### src/shared/fcfg_pkg.sv
// Constants for the FIFO flag configuration register bank
package fcfg_pkg;
   localparam int unsigned DATA_W = 8;
   localparam int unsigned ADDR_W = 4;
   localparam int unsigned OFFS_W = 10;
   localparam logic [3:0] FIRST_ADDR = 4'h1;
   localparam logic [3:0] LAST_ADDR = 4'hA;
   localparam logic [3:0] ADDR_RSVD_ONE = 4'h1;
   localparam logic [3:0] ADDR_RSVD_TWO = 4'h2;
   localparam logic [3:0] ADDR_RSVD_THREE = 4'h3;
   localparam logic [3:0] ADDR_AE_LOW = 4'h4;
   localparam logic [3:0] ADDR_AE_HIGH = 4'h5;
   localparam logic [3:0] ADDR_RSVD_SIX = 4'h6;
   localparam logic [3:0] ADDR_AF_LOW = 4'h7;
   localparam logic [3:0] ADDR_AF_HIGH = 4'h8;
   localparam logic [3:0] ADDR_RSVD_NINE = 4'h9;
   localparam logic [3:0] ADDR_CLK_RATIO = 4'hA;
   localparam logic [3:0] SEQ_START = 4'hA;
   localparam logic [7:0] RST_AE_LOW = 8'h7F;
   localparam logic [7:0] RST_AE_HIGH = 8'h00;
   localparam logic [7:0] RST_AF_LOW = 8'h7F;
   localparam logic [7:0] RST_AF_HIGH = 8'h00;
   localparam logic [7:0] RST_RSVD = 8'h00;
   localparam logic [7:0] RST_CLK_RATIO = 8'h80;
   localparam int unsigned FAST_BIT = 7;
   localparam int unsigned HIGH_BITS = 2;
   localparam logic [9:0] WRITABLE_MASK = 10'h2D8;
   localparam logic [3:0] SETTLE_CYCLES = 4'h8;
   localparam logic [8:0] RATE_TERMINAL = 9'h100;
   localparam logic [3:0] SER_FRAME_BITS = 4'hC;
endpackage : fcfg_pkg

### src/fcfg_serial_load.sv
// Serial loader: shifts address and data frames into a register write
`timescale 1ns/1ps
module fcfg_serial_load (
   input wire logic clk,
   input wire logic rst_n,
   input wire logic enable,
   input wire logic sclk_rise,
   input wire logic sdata,
   output logic wr_en,
   output logic [3:0] wr_addr,
   output logic [7:0] wr_data
);
   logic [11:0] shift_reg;
   logic [3:0] count_reg;
   wire logic [11:0] shift_next = {shift_reg[10:0], sdata};
   wire logic frame_end = enable && sclk_rise && (count_reg == fcfg_pkg::SER_FRAME_BITS - 4'h1);

   always_ff @(posedge clk or negedge rst_n) begin
      if (!rst_n) begin
         shift_reg <= 12'h000;
         count_reg <= 4'h0;
      end else if (!enable) begin
         count_reg <= 4'h0;
      end else if (sclk_rise) begin
         shift_reg <= shift_next;
         count_reg <= frame_end ? 4'h0 : count_reg + 4'h1;
      end
   end

   always_ff @(posedge clk or negedge rst_n) begin
      if (!rst_n) begin
         wr_en <= 1'b0;
         wr_addr <= 4'h0;
         wr_data <= 8'h00;
      end else begin
         wr_en <= frame_end;
         wr_addr <= shift_next[11:8];
         wr_data <= shift_next[7:0];
      end
   end
endmodule : fcfg_serial_load

### src/fcfg_regs.sv
// FIFO flag configuration register bank with parallel and serial loading
//
// Behaviour
// - Ten eight-bit registers, sequential addresses.
// - Almost-empty at 0x4, almost-full at 0x7.
// - Serial select low with config-load high enables serial writes.
// - Serial uses own clock and data pins.
// - Config-load low routes ports to registers.
// - Config-load high: FIFO writes, parallel register writes blocked.
// - Parallel sequence starts at 0xA, steps.
// - Parallel readback in either programming mode.
// - No serial readback path exists.
// - Programming allowed any time after reset.
// - Sequence wraps to first after last.
// - New values act after eight write clocks.
// - Fast-clock bit is 0xA bit 7, default 1.
// - Write edges walk registers, eleventh wraps.
// - Read edges walk registers, eleventh wraps.
// - Load high, write request low stores word.
// - Load high, read request low fetches word.
// - Rate evaluation sets fast bit; software overrides.
`timescale 1ns/1ps
module fcfg_regs (
   input wire logic ref_clk,
   input wire logic rstn,
   input wire logic serial_load_select_n,
   input wire logic config_load_n,
   input wire logic wr_clk_in,
   input wire logic rd_clk_in,
   input wire logic wr_req_n,
   input wire logic rd_req_n,
   input wire logic [7:0] wr_data,
   input wire logic [7:0] fifo_rd_data,
   input wire logic serial_clk,
   input wire logic serial_in,
   output logic [7:0] rd_data,
   output logic fifo_wr_strobe,
   output logic [7:0] fifo_wr_data,
   output logic fifo_rd_strobe,
   output logic [9:0] almost_empty_offset,
   output logic [9:0] almost_full_offset,
   output logic fast_clk_write
);
   logic rst_sync1_reg;
   logic rst_sync2_reg;
   wire logic rst_n = rst_sync2_reg;

   always_ff @(posedge ref_clk or negedge rstn) begin
      if (!rstn) begin
         rst_sync1_reg <= 1'b0;
         rst_sync2_reg <= 1'b0;
      end else begin
         rst_sync1_reg <= 1'b1;
         rst_sync2_reg <= rst_sync1_reg;
      end
   end

   // Edge detection of the port clocks
   logic wr_clk_prev_reg;
   logic rd_clk_prev_reg;
   logic sclk_prev_reg;
   wire logic wr_rise = wr_clk_in && !wr_clk_prev_reg;
   wire logic rd_rise = rd_clk_in && !rd_clk_prev_reg;
   wire logic sclk_rise = serial_clk && !sclk_prev_reg;

   always_ff @(posedge ref_clk or negedge rst_n) begin
      if (!rst_n) begin
         wr_clk_prev_reg <= 1'b0;
         rd_clk_prev_reg <= 1'b0;
         sclk_prev_reg <= 1'b0;
      end else begin
         wr_clk_prev_reg <= wr_clk_in;
         rd_clk_prev_reg <= rd_clk_in;
         sclk_prev_reg <= serial_clk;
      end
   end

   // Access decode
   wire logic cfg_sel = !config_load_n;
   wire logic par_wr = cfg_sel && serial_load_select_n && !wr_req_n && rd_req_n && wr_rise;
   wire logic par_rd = cfg_sel && !rd_req_n && wr_req_n && rd_rise;
   wire logic fifo_wr = config_load_n && !wr_req_n && wr_rise;
   wire logic fifo_rd = config_load_n && !rd_req_n && rd_rise;
   wire logic serial_en = !serial_load_select_n && config_load_n;

   // Serial loader
   logic ser_wr_en;
   logic [3:0] ser_wr_addr;
   logic [7:0] ser_wr_data;

   fcfg_serial_load u_serial (
      .clk(ref_clk),
      .rst_n(rst_n),
      .enable(serial_en),
      .sclk_rise(sclk_rise),
      .sdata(serial_in),
      .wr_en(ser_wr_en),
      .wr_addr(ser_wr_addr),
      .wr_data(ser_wr_data)
   );

   // Sequence pointers
   logic [3:0] wptr_reg;
   logic [3:0] rptr_reg;
   wire logic [3:0] wptr_step = (wptr_reg == fcfg_pkg::LAST_ADDR) ?
      fcfg_pkg::FIRST_ADDR : wptr_reg + 4'h1;
   wire logic [3:0] rptr_step = (rptr_reg == fcfg_pkg::LAST_ADDR) ?
      fcfg_pkg::FIRST_ADDR : rptr_reg + 4'h1;

   always_ff @(posedge ref_clk or negedge rst_n) begin
      if (!rst_n) begin
         wptr_reg <= fcfg_pkg::SEQ_START;
         rptr_reg <= fcfg_pkg::SEQ_START;
      end else if (!cfg_sel) begin
         wptr_reg <= fcfg_pkg::SEQ_START;
         rptr_reg <= fcfg_pkg::SEQ_START;
      end else begin
         if (par_wr) begin
            wptr_reg <= wptr_step;
         end
         if (par_rd) begin
            rptr_reg <= rptr_step;
         end
      end
   end

   // Clock rate evaluation after reset
   logic [8:0] wr_rate_cnt_reg;
   logic [8:0] rd_rate_cnt_reg;
   logic eval_done_reg;
   wire logic wr_term = wr_rate_cnt_reg == fcfg_pkg::RATE_TERMINAL;
   wire logic rd_term = rd_rate_cnt_reg == fcfg_pkg::RATE_TERMINAL;
   wire logic eval_fire = !eval_done_reg && (wr_term || rd_term);

   always_ff @(posedge ref_clk or negedge rst_n) begin
      if (!rst_n) begin
         wr_rate_cnt_reg <= 9'h000;
         rd_rate_cnt_reg <= 9'h000;
         eval_done_reg <= 1'b0;
      end else if (!eval_done_reg) begin
         if (wr_rise && !wr_term) begin
            wr_rate_cnt_reg <= wr_rate_cnt_reg + 9'h001;
         end
         if (rd_rise && !rd_term) begin
            rd_rate_cnt_reg <= rd_rate_cnt_reg + 9'h001;
         end
         eval_done_reg <= wr_term || rd_term;
      end
   end

   // Register storage
   wire logic [3:0] wr_addr = par_wr ? wptr_reg : ser_wr_addr;
   wire logic [7:0] wr_value = par_wr ? wr_data : ser_wr_data;
   wire logic any_wr = par_wr || ser_wr_en;
   logic [7:0] cfg_reg [1:10];
   logic [7:0] cfg_next [1:10];
   logic [9:0] store_hit;

   genvar gi;
   generate
      for (gi = 1; gi <= 10; gi++) begin : g_reg
         localparam logic [3:0] IDX = 4'(gi);
         localparam logic [7:0] RST_VAL =
            (IDX == fcfg_pkg::ADDR_AE_LOW) ? fcfg_pkg::RST_AE_LOW :
            (IDX == fcfg_pkg::ADDR_AE_HIGH) ? fcfg_pkg::RST_AE_HIGH :
            (IDX == fcfg_pkg::ADDR_AF_LOW) ? fcfg_pkg::RST_AF_LOW :
            (IDX == fcfg_pkg::ADDR_AF_HIGH) ? fcfg_pkg::RST_AF_HIGH :
            (IDX == fcfg_pkg::ADDR_CLK_RATIO) ? fcfg_pkg::RST_CLK_RATIO :
            fcfg_pkg::RST_RSVD;
         localparam logic [7:0] KEEP_MASK =
            (IDX == fcfg_pkg::ADDR_CLK_RATIO) ? 8'h80 : 8'hFF;
         assign store_hit[gi-1] = any_wr && (wr_addr == IDX) &&
            fcfg_pkg::WRITABLE_MASK[gi-1];
         if (gi == 10) begin : g_fast
            assign cfg_next[gi] = store_hit[gi-1] ? (wr_value & KEEP_MASK) :
               eval_fire ? {wr_term, 7'h00} : cfg_reg[gi];
         end else begin : g_plain
            assign cfg_next[gi] = store_hit[gi-1] ? (wr_value & KEEP_MASK) : cfg_reg[gi];
         end
         always_ff @(posedge ref_clk or negedge rst_n) begin
            if (!rst_n) begin
               cfg_reg[gi] <= RST_VAL;
            end else begin
               cfg_reg[gi] <= cfg_next[gi];
            end
         end
      end
   endgenerate

   // Assembled offsets from stored registers
   wire logic [9:0] ae_stored = {cfg_reg[fcfg_pkg::ADDR_AE_HIGH][1:0],
      cfg_reg[fcfg_pkg::ADDR_AE_LOW]};
   wire logic [9:0] af_stored = {cfg_reg[fcfg_pkg::ADDR_AF_HIGH][1:0],
      cfg_reg[fcfg_pkg::ADDR_AF_LOW]};
   wire logic fast_stored = cfg_reg[fcfg_pkg::ADDR_CLK_RATIO][fcfg_pkg::FAST_BIT];

   // Settle delay before new values reach the flag logic
   logic [3:0] settle_cnt_reg;
   logic pending_reg;
   wire logic changed = (|store_hit) || eval_fire;
   wire logic apply = pending_reg && !changed && wr_rise && (settle_cnt_reg == 4'h1);

   always_ff @(posedge ref_clk or negedge rst_n) begin
      if (!rst_n) begin
         settle_cnt_reg <= 4'h0;
         pending_reg <= 1'b0;
      end else if (changed) begin
         settle_cnt_reg <= fcfg_pkg::SETTLE_CYCLES;
         pending_reg <= 1'b1;
      end else if (pending_reg && wr_rise) begin
         settle_cnt_reg <= settle_cnt_reg - 4'h1;
         pending_reg <= settle_cnt_reg != 4'h1;
      end
   end

   always_ff @(posedge ref_clk or negedge rst_n) begin
      if (!rst_n) begin
         almost_empty_offset <= {fcfg_pkg::RST_AE_HIGH[1:0], fcfg_pkg::RST_AE_LOW};
         almost_full_offset <= {fcfg_pkg::RST_AF_HIGH[1:0], fcfg_pkg::RST_AF_LOW};
         fast_clk_write <= fcfg_pkg::RST_CLK_RATIO[fcfg_pkg::FAST_BIT];
      end else if (apply) begin
         almost_empty_offset <= ae_stored;
         almost_full_offset <= af_stored;
         fast_clk_write <= fast_stored;
      end
   end

   // Readback and FIFO port strobes
   wire logic [7:0] rd_reg_value = fcfg_pkg::WRITABLE_MASK[rptr_reg - 4'h1] ?
      cfg_reg[rptr_reg] : fcfg_pkg::RST_RSVD;

   always_ff @(posedge ref_clk or negedge rst_n) begin
      if (!rst_n) begin
         rd_data <= 8'h00;
         fifo_wr_strobe <= 1'b0;
         fifo_wr_data <= 8'h00;
         fifo_rd_strobe <= 1'b0;
      end else begin
         fifo_wr_strobe <= fifo_wr;
         fifo_rd_strobe <= fifo_rd;
         if (fifo_wr) begin
            fifo_wr_data <= wr_data;
         end
         if (par_rd) begin
            rd_data <= rd_reg_value;
         end else if (fifo_rd) begin
            rd_data <= fifo_rd_data;
         end
      end
   end
endmodule : fcfg_regs

### config.mk
export PLATFORM = sky130hd
export DESIGN_NAME = fcfg_regs
export DESIGN_NICKNAME = d
export VERILOG_FILES = /design/src/shared/fcfg_pkg.sv /design/src/fcfg_serial_load.sv /design/src/fcfg_regs.sv
export SDC_FILE = /design/constraint.sdc
export NUM_CORES = 1
export LEC_CHECK = 0
export BUFFER_PORTS_ARGS = -buffer_cell sky130_fd_sc_hd__buf_2
export CAP_MARGIN = 20
export CORE_ASPECT_RATIO = 1.25
export CORE_MARGIN = 8
export CORE_UTILIZATION = 50
export DETAILED_ROUTE_END_ITERATION = 10
export PLACE_DENSITY = 0.81
export SETUP_SLACK_MARGIN = 0.3
export SLEW_MARGIN = 20
export SYNTH_ARGS = -nofsm -noshare
export SYNTH_HDL_FRONTEND = slang
export SYNTH_SLANG_ARGS = --single-unit
### constraint.sdc
create_clock -name ref_clk -period 8.09 [get_ports ref_clk]
set_clock_uncertainty 0.1 [all_clocks]
set_input_delay 0.809 -clock ref_clk [delete_from_list [all_inputs] [get_ports ref_clk]]
set_output_delay 0.809 -clock ref_clk [all_outputs]
set_load 0.01 [all_outputs]
Word-level counts from Yosys, hierarchy flattened
Memory sizes are Yosys's and may differ from the RTL's.
Index checks and enable logic that the tools add are counted.
{"block": "op_classes", "n_addsub": 7, "order_cmp": 2, "n_eq_ne": 13, "mux": 25, "bitwise": 2, "n_reduce_logical": 52}
{"cell": "8-bit 2-to-1 mux", "count": 8}
{"cell": "4-bit 2-to-1 mux", "count": 12}
{"cell": "8-bit binary-select mux with 4-bit select", "count": 1}
{"cell": "1-bit logical AND", "count": 29}
{"cell": "4-bit equality test (second input constant)", "count": 5}
{"cell": "9-bit by 1-bit adder with 9-bit output (second input constant)", "count": 2}
{"cell": "9-bit equality test (second input constant)", "count": 2}
{"cell": "4-bit by 1-bit adder with 4-bit output (second input constant)", "count": 3}
{"cell": "4-bit by 3-bit equality test with 1-bit output (second input constant)", "count": 3}
{"cell": "1-bit logical NOT", "count": 11}
{"cell": "2-bit nonzero test", "count": 5}
{"cell": "4-bit by 1-bit subtractor with 4-bit output (second input constant)", "count": 2}
{"cell": "2-bit AND reduction", "count": 3}
{"cell": "5-bit greater-or-equal comparator (second input constant)", "count": 1}
{"cell": "4-bit by 5-bit less-than comparator with 1-bit output (second input constant)", "count": 1}
{"cell": "4-bit inverter with 5-bit output", "count": 1}
{"cell": "5-bit OR reduction", "count": 1}
{"cell": "4-bit by 1-bit equality test with 1-bit output (second input constant)", "count": 1}
{"cell": "1-bit 2-to-1 mux", "count": 4}
{"cell": "4-bit by 1-bit inequality test with 1-bit output (second input constant)", "count": 1}
{"cell": "1-bit logical OR", "count": 3}
{"cell": "2-bit inequality test (second input constant)", "count": 1}
{"cell": "1-bit inverter", "count": 1}
{"block": "totals", "register_bits": 144, "rom_bits": 16, "in_bits": 26, "word_cells": 131, "mem_count": 1}
{"memory": "(name not given)", "depth": 16, "width": 1, "read_ports": 1, "rd_ports_with_merged_regs": 0, "wr": 0, "line": "fcfg_regs.sv:229", "text": "wire logic [7:0] rd_reg_value = fcfg_pkg::WRITABLE_MASK[rptr_reg - 4'h1] ?"}

Logic depth before layout (Yosys ltp)
Gate-level depths: netlist (run 1).
{"block": "depth", "ltp_word": 14, "depth_mapped": 8, "depth_no_buf": 7}

Cells and area by module
Synthesis (run 1) repeated with hierarchy kept, for this count alone.
{"block": "unflattened", "cells_unflattened": 488, "hier_area_um2": 6294.8}
{"mod": "fcfg_regs", "n_inst": 1, "cells_per_inst": 428, "area_each_um2": 5296.3, "seq_area_each_um2": 2770.2}
{"mod": "fcfg_serial_load", "n_inst": 1, "cells_per_inst": 60, "area_each_um2": 998.5, "seq_area_each_um2": 700.7}

Worst setup path before layout (run 1)
Ideal clock, no wire load.
{"block": "synth_path", "path_kind": "input -> register", "from": "input port wr_clk_in", "to": "register almost_empty_offset[7]", "setup_time_ps": 125, "t_arrival_ps": 2298, "t_required_ps": 7865, "slack_ps": 5567, "stages": 6, "path_buffers": 1, "cell_sequence": "nor2b_4 -> nand2_1 -> or4b_1 -> and4bb_4 -> buf_12 -> mux2_4"}
{"block": "synth_via", "elab_chain_cells": 11, "elab_cells_between_ends": 20, "cone_classes": "eq/ne: 5; mux: 1; reduce/logical: 14"}
{"item": "from (decl)", "line": "fcfg_regs.sv:28", "text": "input wire logic wr_clk_in,"}
{"item": "1-bit logical AND (*)", "line": "fcfg_regs.sv:62", "text": "wire logic wr_rise = wr_clk_in && !wr_clk_prev_reg;"}
{"item": "1-bit logical AND", "line": "fcfg_regs.sv:80", "text": "wire logic par_wr = cfg_sel && serial_load_select_n && !wr_req_n && rd_req_n && wr_rise;"}
{"item": "4-bit 2-to-1 mux", "line": "fcfg_regs.sv:152", "text": "wire logic [3:0] wr_addr = par_wr ? wptr_reg : ser_wr_addr;"}
{"item": "4-bit by 3-bit equality test with 1-bit output or 4-bit equality test (tied branches)", "line": "fcfg_regs.sv:172", "text": "assign store_hit[gi-1] = any_wr && (wr_addr == IDX) &&"}
{"item": "1-bit logical AND", "line": "fcfg_regs.sv:172"}
{"item": "5-bit OR reduction", "line": "fcfg_regs.sv:200", "text": "wire logic changed = (|store_hit) || eval_fire;"}
{"item": "1-bit logical OR", "line": "fcfg_regs.sv:200"}
{"item": "1-bit logical NOT", "line": "fcfg_regs.sv:201", "text": "wire logic apply = pending_reg && !changed && wr_rise && (settle_cnt_reg == 4'h1);"}
{"item": "1-bit logical AND", "line": "fcfg_regs.sv:201"}
{"item": "1-bit logical AND (*) (2 in series)", "line": "fcfg_regs.sv:201"}
{"item": "to (signal assigned)", "line": "fcfg_regs.sv:218", "text": "almost_empty_offset <= {fcfg_pkg::RST_AE_HIGH[1:0], fcfg_pkg::RST_AE_LOW};"}
{"item": "to (signal assigned)", "line": "fcfg_regs.sv:222", "text": "almost_empty_offset <= ae_stored;"}
{"item": "to (decl)", "line": "fcfg_regs.sv:40", "text": "output logic [9:0] almost_empty_offset,"}
Every way passes the cells marked *; elsewhere a longest branch is shown, timed or not.
A chain may end at the register's enable or synchronous reset.

Final worst setup path (run 1)
{"block": "layout_path", "from": "input port config_load_n", "to": "register almost_full_offset[5]"}
{"block": "layout_via", "elab_chain_cells": 14, "elab_cells_between_ends": 23, "cone_classes": "eq/ne: 5; mux: 1; reduce/logical: 17"}
{"item": "from (decl)", "line": "fcfg_regs.sv:27", "text": "input wire logic config_load_n,"}
{"item": "1-bit logical NOT (*)", "line": "fcfg_regs.sv:79", "text": "wire logic cfg_sel = !config_load_n;"}
{"item": "1-bit logical AND (*) (4 in series)", "line": "fcfg_regs.sv:80"}
{"item": "4-bit 2-to-1 mux", "line": "fcfg_regs.sv:152"}
{"item": "4-bit by 3-bit equality test with 1-bit output or 4-bit equality test (tied branches)", "line": "fcfg_regs.sv:172"}
{"item": "1-bit logical AND", "line": "fcfg_regs.sv:172"}
{"item": "5-bit OR reduction (*)", "line": "fcfg_regs.sv:200"}
{"item": "1-bit logical OR (*)", "line": "fcfg_regs.sv:200"}
{"item": "1-bit logical NOT (*)", "line": "fcfg_regs.sv:201"}
{"item": "1-bit logical AND (*) (3 in series)", "line": "fcfg_regs.sv:201"}
{"item": "to (signal assigned)", "line": "fcfg_regs.sv:219", "text": "almost_full_offset <= {fcfg_pkg::RST_AF_HIGH[1:0], fcfg_pkg::RST_AF_LOW};"}
{"item": "to (signal assigned)", "line": "fcfg_regs.sv:223", "text": "almost_full_offset <= af_stored;"}
{"item": "to (decl)", "line": "fcfg_regs.sv:41", "text": "output logic [9:0] almost_full_offset,"}
Marks and branches as above.

==> results of run 1 <==
## cell usage after synthesis (3+ instances only)
master,n
a221o_1,3
buf_2,3
nand2_1,48
a21oi_1,12
o22ai_1,8
clkbuf_1,13
xor2_1,5
and2_1,4
nand2b_1,9
nor2b_1,8
a22oi_1,9
dfstp_2,34
buf_1,3
nand3_1,5
mux2_2,61
and3_1,4
o21ai_0,10
ha_1,7
dfrtp_1,103
nor2_1,31
nand3b_1,3
nand4_1,13
xnor2_1,17
a21o_1,4
mux2_4,20
nor3b_1,6
o22a_1,7
inv_1,8
## power by group
| group | total [mW] | leakage (nW) | internal, mW | switching [mW] |
|---|---|---|---|---|
| Combinational | 0.217 | 1.31 | 0.101 | 0.116 |
| Sequential | 0.845 | 1.69 | 0.771 | 0.0732 |
| Clock | 0.785 | 0.275 | 0.485 | 0.300 |
| Total | 1.85 | 3.28 | 1.36 | 0.489 |
## logic make-up after synthesis
group	share of synthesized area (%)
xor gates and xnor gates	3.16
and+or+nand+nor	12.1
DFF	56.9
buffers and inverters	2.38
muxes	16.3
other	0.0615
adders and majority gates	1.44
AOI/OAI and AO/OA	7.63
## worst register-to-register path, stage by stage, from the launching register on
cell and delay (ns):
dfrtp_1 0.41, nor2b_4 0.14, nand4_1 0.52, nand3_1 0.31, and4bb_4 0.57, mux2_2 0.41
## path summary, 6_finish.rpt
check / cells after the start / end
min in group ref_clk: 0 / rst_n
setup reg to reg: 5 / almost_full_offset[5]
max in group asynchronous: 1 / cfg_reg[45]
hold reg to reg: 0 / wr_rate_cnt_reg[4]
setup / recovery: 6 / almost_full_offset[5]
hold / removal: 1 / rst_n
## area by class of cell
type / instances / area share, %
Multi-Input combinational cell: 323 / 34.7
Clock buffer: 18 / 5.99
Antenna cell: 1 / 0.0349
Clock inverter: 14 / 2.44
Timing Repair Buffer: 67 / 5.06
Tap cell: 164 / 2.86
Inverter: 8 / 0.419
Sequential cell: 137 / 48.5
## metal layers
layer / share of wire [%] / vias up
li1: - / 1867
met1: 40 / 1998
met2: 51 / 110
met3: 5.5 / 32
met4: 4.1 / 0
met5: 0 / -
## through the flow
step | worst slack, ns | hold WS [ns]
after floorplan | 3.95 | 0.231
after global placement | 4.93 | 0.237
after detailed placement | 4.84 | 0.242
after CTS | 5.26 | 0.0504
after global routing | 5.03 | 0.0578
final | 5.25 | 0.0663
==> results.json, run 1 <==
{
  "run_status": "finished clean",
  "crit_fanout": 22,
  "coreArea_um2": 12000,
  "placed_area_um2": 6530,
  "wire_per_inst_um": 17.8,
  "cp.required_ns": 8.33,
  "synth_cells": 489,
  "timing.critical_path.buf_inv": 1,
  "maxCapViolCount": 0,
  "start_util_pct": 50.6,
  "tightest_slew_ns": 0.870,
  "place_inst": 698,
  "die_x_um": 115,
  "yosysTopAreaCell": "dfrtp_1",
  "final_nets": 587,
  "path_delay_family": "simple AND/OR/NAND/NOR gates",
  "root_buffer": "clkbuf_16",
  "yosysTopAreaCellShare_pct": 42.2,
  "regArea_um2": 3470,
  "grt_usage_pct": 16.8,
  "cts_resized": 0,
  "ys_ff_latch": 137,
  "met3_usage_pct": 4.85,
  "synth_edf_count": 0,
  "crit_path_cell_trace": "buf_2, nor2_1, nand4_1, nand3_1, and4bb_4, mux2_2",
  "tns_ns": 0,
  "final-hold-violation-count": 0,
  "h-tree-depth": 4,
  "slew_headroom_pct": 41.8,
  "die_height_um": 140,
  "power.total_mw": 1.85,
  "cts_hold_buf": 0,
  "grt_max_degree": 84,
  "setup_viol": 0,
  "synth_ff_type": "dfrtp_1",
  "cp-start-kind": "primary input",
  "final-instance-count-excl-fill": 732,
  "post-route-min-period_ns": 2.84,
  "syn_area_per_cell_um2": 12.5,
  "cts_tree": "done",
  "ios": 65,
  "multi_input_area_um2": 2480,
  "synthToLayoutAreaGrowth_pct": 17.4,
  "fin_area_um2": 7160,
  "synthesis.nets": 522,
  "cts_buffers": 17,
  "grt_overflow": 0,
  "final_common_cell": "dfrtp_1",
  "fillers": 949,
  "r2r-start": "wr_clk_prev_reg",
  "largest_reg_flops": 13,
  "place_congestion": 0.844,
  "cp-end-kind": "flop",
  "p_per_area_nw_per_um2": 258,
  "crit_start": "config_load_n",
  "busiest_layer": "met2",
  "cts_buffer_depth": 2,
  "synth_area_um2": 6100,
  "layout_common_cells": "dfrtp_1 (102), buf_2 (64), mux2_2 (61), nand2_1 (48), dfstp_2 (34)",
  "drv_slew": 0,
  "crit_type": "in -> reg",
  "routed_wl_um": 13000,
  "antenna_left": 0,
  "rows": 45,
  "drive_gt1_share_pct": 38.8,
  "hpwl_um": 8810,
  "fin_crit_sh_pct": 35.1,
  "vias": 4007,
  "hold_class": "in -> async",
  "async_flop_share_pct": 100,
  "clock_latency_ns": 0.42,
  "gr-usage-met2_pct": 27.8,
  "grt_pass1_vias": 4147,
  "synth_cell_types": 51,
  "drt_iter0_drc": 212,
  "rsz0062_at_grt": "no",
  "post-route-util_pct": 59.5,
  "grt_pass1_wl_um": 21100,
  "fmax_mhz": 352,
  "cpMaxStageDelayCell": "and4bb_4",
  "cts_setup_buffers": 0,
  "drc": 0,
  "clkTransAtPathRegs_ns": 0.06,
  "avgViaCountPerCell": 5.47,
  "cp_slowest_stage_delay_ns": 0.57,
  "leakage_nw": 3.28,
  "crit_arrival_ns": 3.08,
  "grt_antenna_before_repair": 1,
  "first_pass_iters": 4,
  "ir_drop_mv": 0.108,
  "dieArea_um2": 16000,
  "numPortBuffers": 64,
  "gr-usage-met1_pct": 18.8,
  "ys_seq_area_share_pct": 56.9,
  "yosys_warnings": 0,
  "regToRegSetupSlack_ns": 5.55,
  "synth_area_leaders": "dfrtp_1 (42%), dfstp_2 (15%), mux2_2 (11%), mux2_4 (4.9%), nand2_1 (3.0%)",
  "cts_sinks": 137
}
Power figures use the tool's default switching activity.
==> run 2, diff against run 1 <==
==> constraint.sdc (replaced) <==
create_clock -name ref_clk -period 2.67 [get_ports ref_clk]
set_clock_uncertainty 0.1 [all_clocks]
set_input_delay 0.267 -clock ref_clk [delete_from_list [all_inputs] [get_ports ref_clk]]
set_output_delay 0.267 -clock ref_clk [all_outputs]
set_load 0.01 [all_outputs]
==> run 2 against run 1 <==
Die area unchanged; critical endpoint is now almost_full_offset[9]; via count rose by 3.7%; worst hold slack worse by 0.053 ns; final cell count is 1.6% higher; setup slack lost 4.8 ns; combinational power rose to 3.0 times the previous value; non-clock buffer count is 12 higher; critical path depth stayed put; total power grew to 3.0 times the previous value.
==> results.json, run 2 (same netlist as run 1, synthesis figures left out) <==
{
  "p_seq_share_pct": 46.4,
  "reg2regPathDepth": 6,
  "fmax_mhz": 442,
  "run_status": "finished clean",
  "first_pass_iters": 8,
  "synthToLayoutAreaGrowth_pct": 19.3,
  "setup_viol": 0,
  "post-route-min-period_ns": 2.26,
  "hold_class": "in -> reg",
  "tightest_slew_ns": 0.687,
  "grt_pass1_wl_um": 21000,
  "crit_arrival_ns": 2.46,
  "crit_type": "reg -> reg",
  "die_height_um": 140,
  "clkTransAtPathRegs_ns": 0.06,
  "r2r-start": "wptr_reg[3]",
  "power.total_mw": 5.50,
  "grt_overflow": 0,
  "antennaDiodeCount": 0,
  "p_sw_mw": 1.45,
  "grt_max_degree": 48,
  "final_nets": 600,
  "fin_crit_sh_pct": 84.8,
  "grt_antenna_before_repair": 0,
  "routed_wl_um": 13100,
  "die_x_um": 115,
  "place_congestion": 0.806,
  "drv_slew": 0,
  "p_int_mw": 4.05,
  "r2r-end": "almost_full_offset[9]",
  "place_inst": 704,
  "vias": 4157,
  "cp.required_ns": 2.87,
  "final-hold-violation-count": 0,
  "drc": 0,
  "root_buffer": "clkbuf_16",
  "hpwl_um": 8880,
  "leakage_nw": 3.34,
  "tns_ns": 0,
  "avgViaCountPerCell": 5.59,
  "drive_gt1_share_pct": 39.0,
  "fillers": 918,
  "cts_sinks": 137,
  "layout_common_cells": "dfrtp_1 (102), buf_2 (64), mux2_2 (61), nand2_1 (48), dfstp_2 (34)",
  "cts_buffers": 17,
  "h-tree-depth": 4,
  "slew_headroom_pct": 53.9,
  "cp-start-kind": "flop",
  "rsz0062_at_grt": "no",
  "cts_tree": "done",
  "wire_per_inst_um": 17.6,
  "dp_slack_ns": 0.334,
  "numPortBuffers": 64,
  "pwr-share-clk_pct": 41.6,
  "maxCapViolCount": 0,
  "grt_usage_pct": 16.6,
  "p_per_area_nw_per_um2": 756,
  "worst_slack_ns": 0.405,
  "start_util_pct": 50.6,
  "regArea_um2": 3470,
  "power_switching_share_pct": 26.4,
  "coreArea_um2": 12000,
  "largest_reg_flops": 13,
  "clock_latency_ns": 0.42,
  "dieArea_um2": 16000,
  "drt_iter0_drc": 292,
  "ios": 65,
  "ir_drop_mv": 0.357,
  "regToRegSetupSlack_ns": 0.41,
  "min-delay-start": "wr_data[0]",
  "multi_input_area_um2": 2500,
  "grt_pass1_vias": 4297,
  "final_common_cell": "dfrtp_1",
  "crit_fanout": 11,
  "post-route-util_pct": 60.4,
  "final-instance-count-excl-fill": 744,
  "cts_buffer_depth": 2,
  "antenna_left": 0,
  "whs_path_depth": 2,
  "cp-end-kind": "flop",
  "rows": 45,
  "holdPathEnd": "fifo_wr_data[0]",
  "combPwrFrac_pct": 12.0
}
## run 2: worst max-delay path by stage
| stage | startpoint | endpoint | slack, ns |
|---|---|---|---|
| 3_3_place_gp | wr_clk_in | almost_full_offset[5] | 0.36 |
| 5_1_grt | wr_clk_prev_reg | almost_full_offset[5] | 0.33 |
| 4_1_cts | wr_clk_prev_reg | almost_full_offset[5] | 0.32 |
| 3_5_place_dp | wr_clk_in | almost_full_offset[5] | 0.33 |
| 6_report | wptr_reg[3] | almost_full_offset[9] | 0.41 |
| 2_1_floorplan | rst_n | ae_stored[7] | 0.32 |
## run 2: per-stage QoR
| stage | area, um^2 | hold slack, ns |
|---|---|---|
| after global routing | 7280 | 0.00730 |
| after detailed placement | 6590 | -0.0448 |
| after floorplan | 6100 | -0.129 |
| final | 7280 | 0.0128 |
| after global placement | 6590 | -0.0490 |
| after CTS | 7230 | 0.00104 |
## run 2: area by class of cell
class | instances | share of cell area [%]
Sequential cell | 137 | 47.7
Multi-Input combinational cell | 324 | 34.4
Clock buffer | 21 | 6.63
Timing Repair Buffer | 79 | 6.50
Tap cell | 164 | 2.82
Clock inverter | 11 | 1.55
Inverter | 8 | 0.413
## run 2: power by group through the flow
stage	Sequential [mW]	Clock, mW	Combinational [mW]
floorplan	2.58	0	0.401
global placement	2.56	0	0.600
detailed placement	2.58	0	0.640
CTS	2.55	2.31	0.661
global route	2.59	2.41	0.722
finish	2.56	2.29	0.658
## run 2: worst max-delay path: stages (launching register included)
cell,delay (ns)
dfstp_2,0.55
nor3b_1,0.35
a21oi_1,0.12
nor2_1,0.28
and4bb_4,0.29
buf_12,0.15
mux2_4,0.29
## run 2: what timing repair did
action                                 CTS  global route
setup endpoints to repair                0            21
setup buffers                            0             1
resized for setup                        0             1
endpoints found under the hold margin    7             1
hold buffers                             5             1
## run 2: metal layers
| metal | track usage (%) | up-vias | part of all wire (%) |
|---|---|---|---|
| met3 | 5.63 | 30 | 6.8 |
| met2 | 28.3 | 141 | 51 |
| met4 | 6.03 | 0 | 2.3 |
| met5 | 0 | - | 0 |
| li1 | - | 1898 | - |
| met1 | 18.7 | 2088 | 40 |
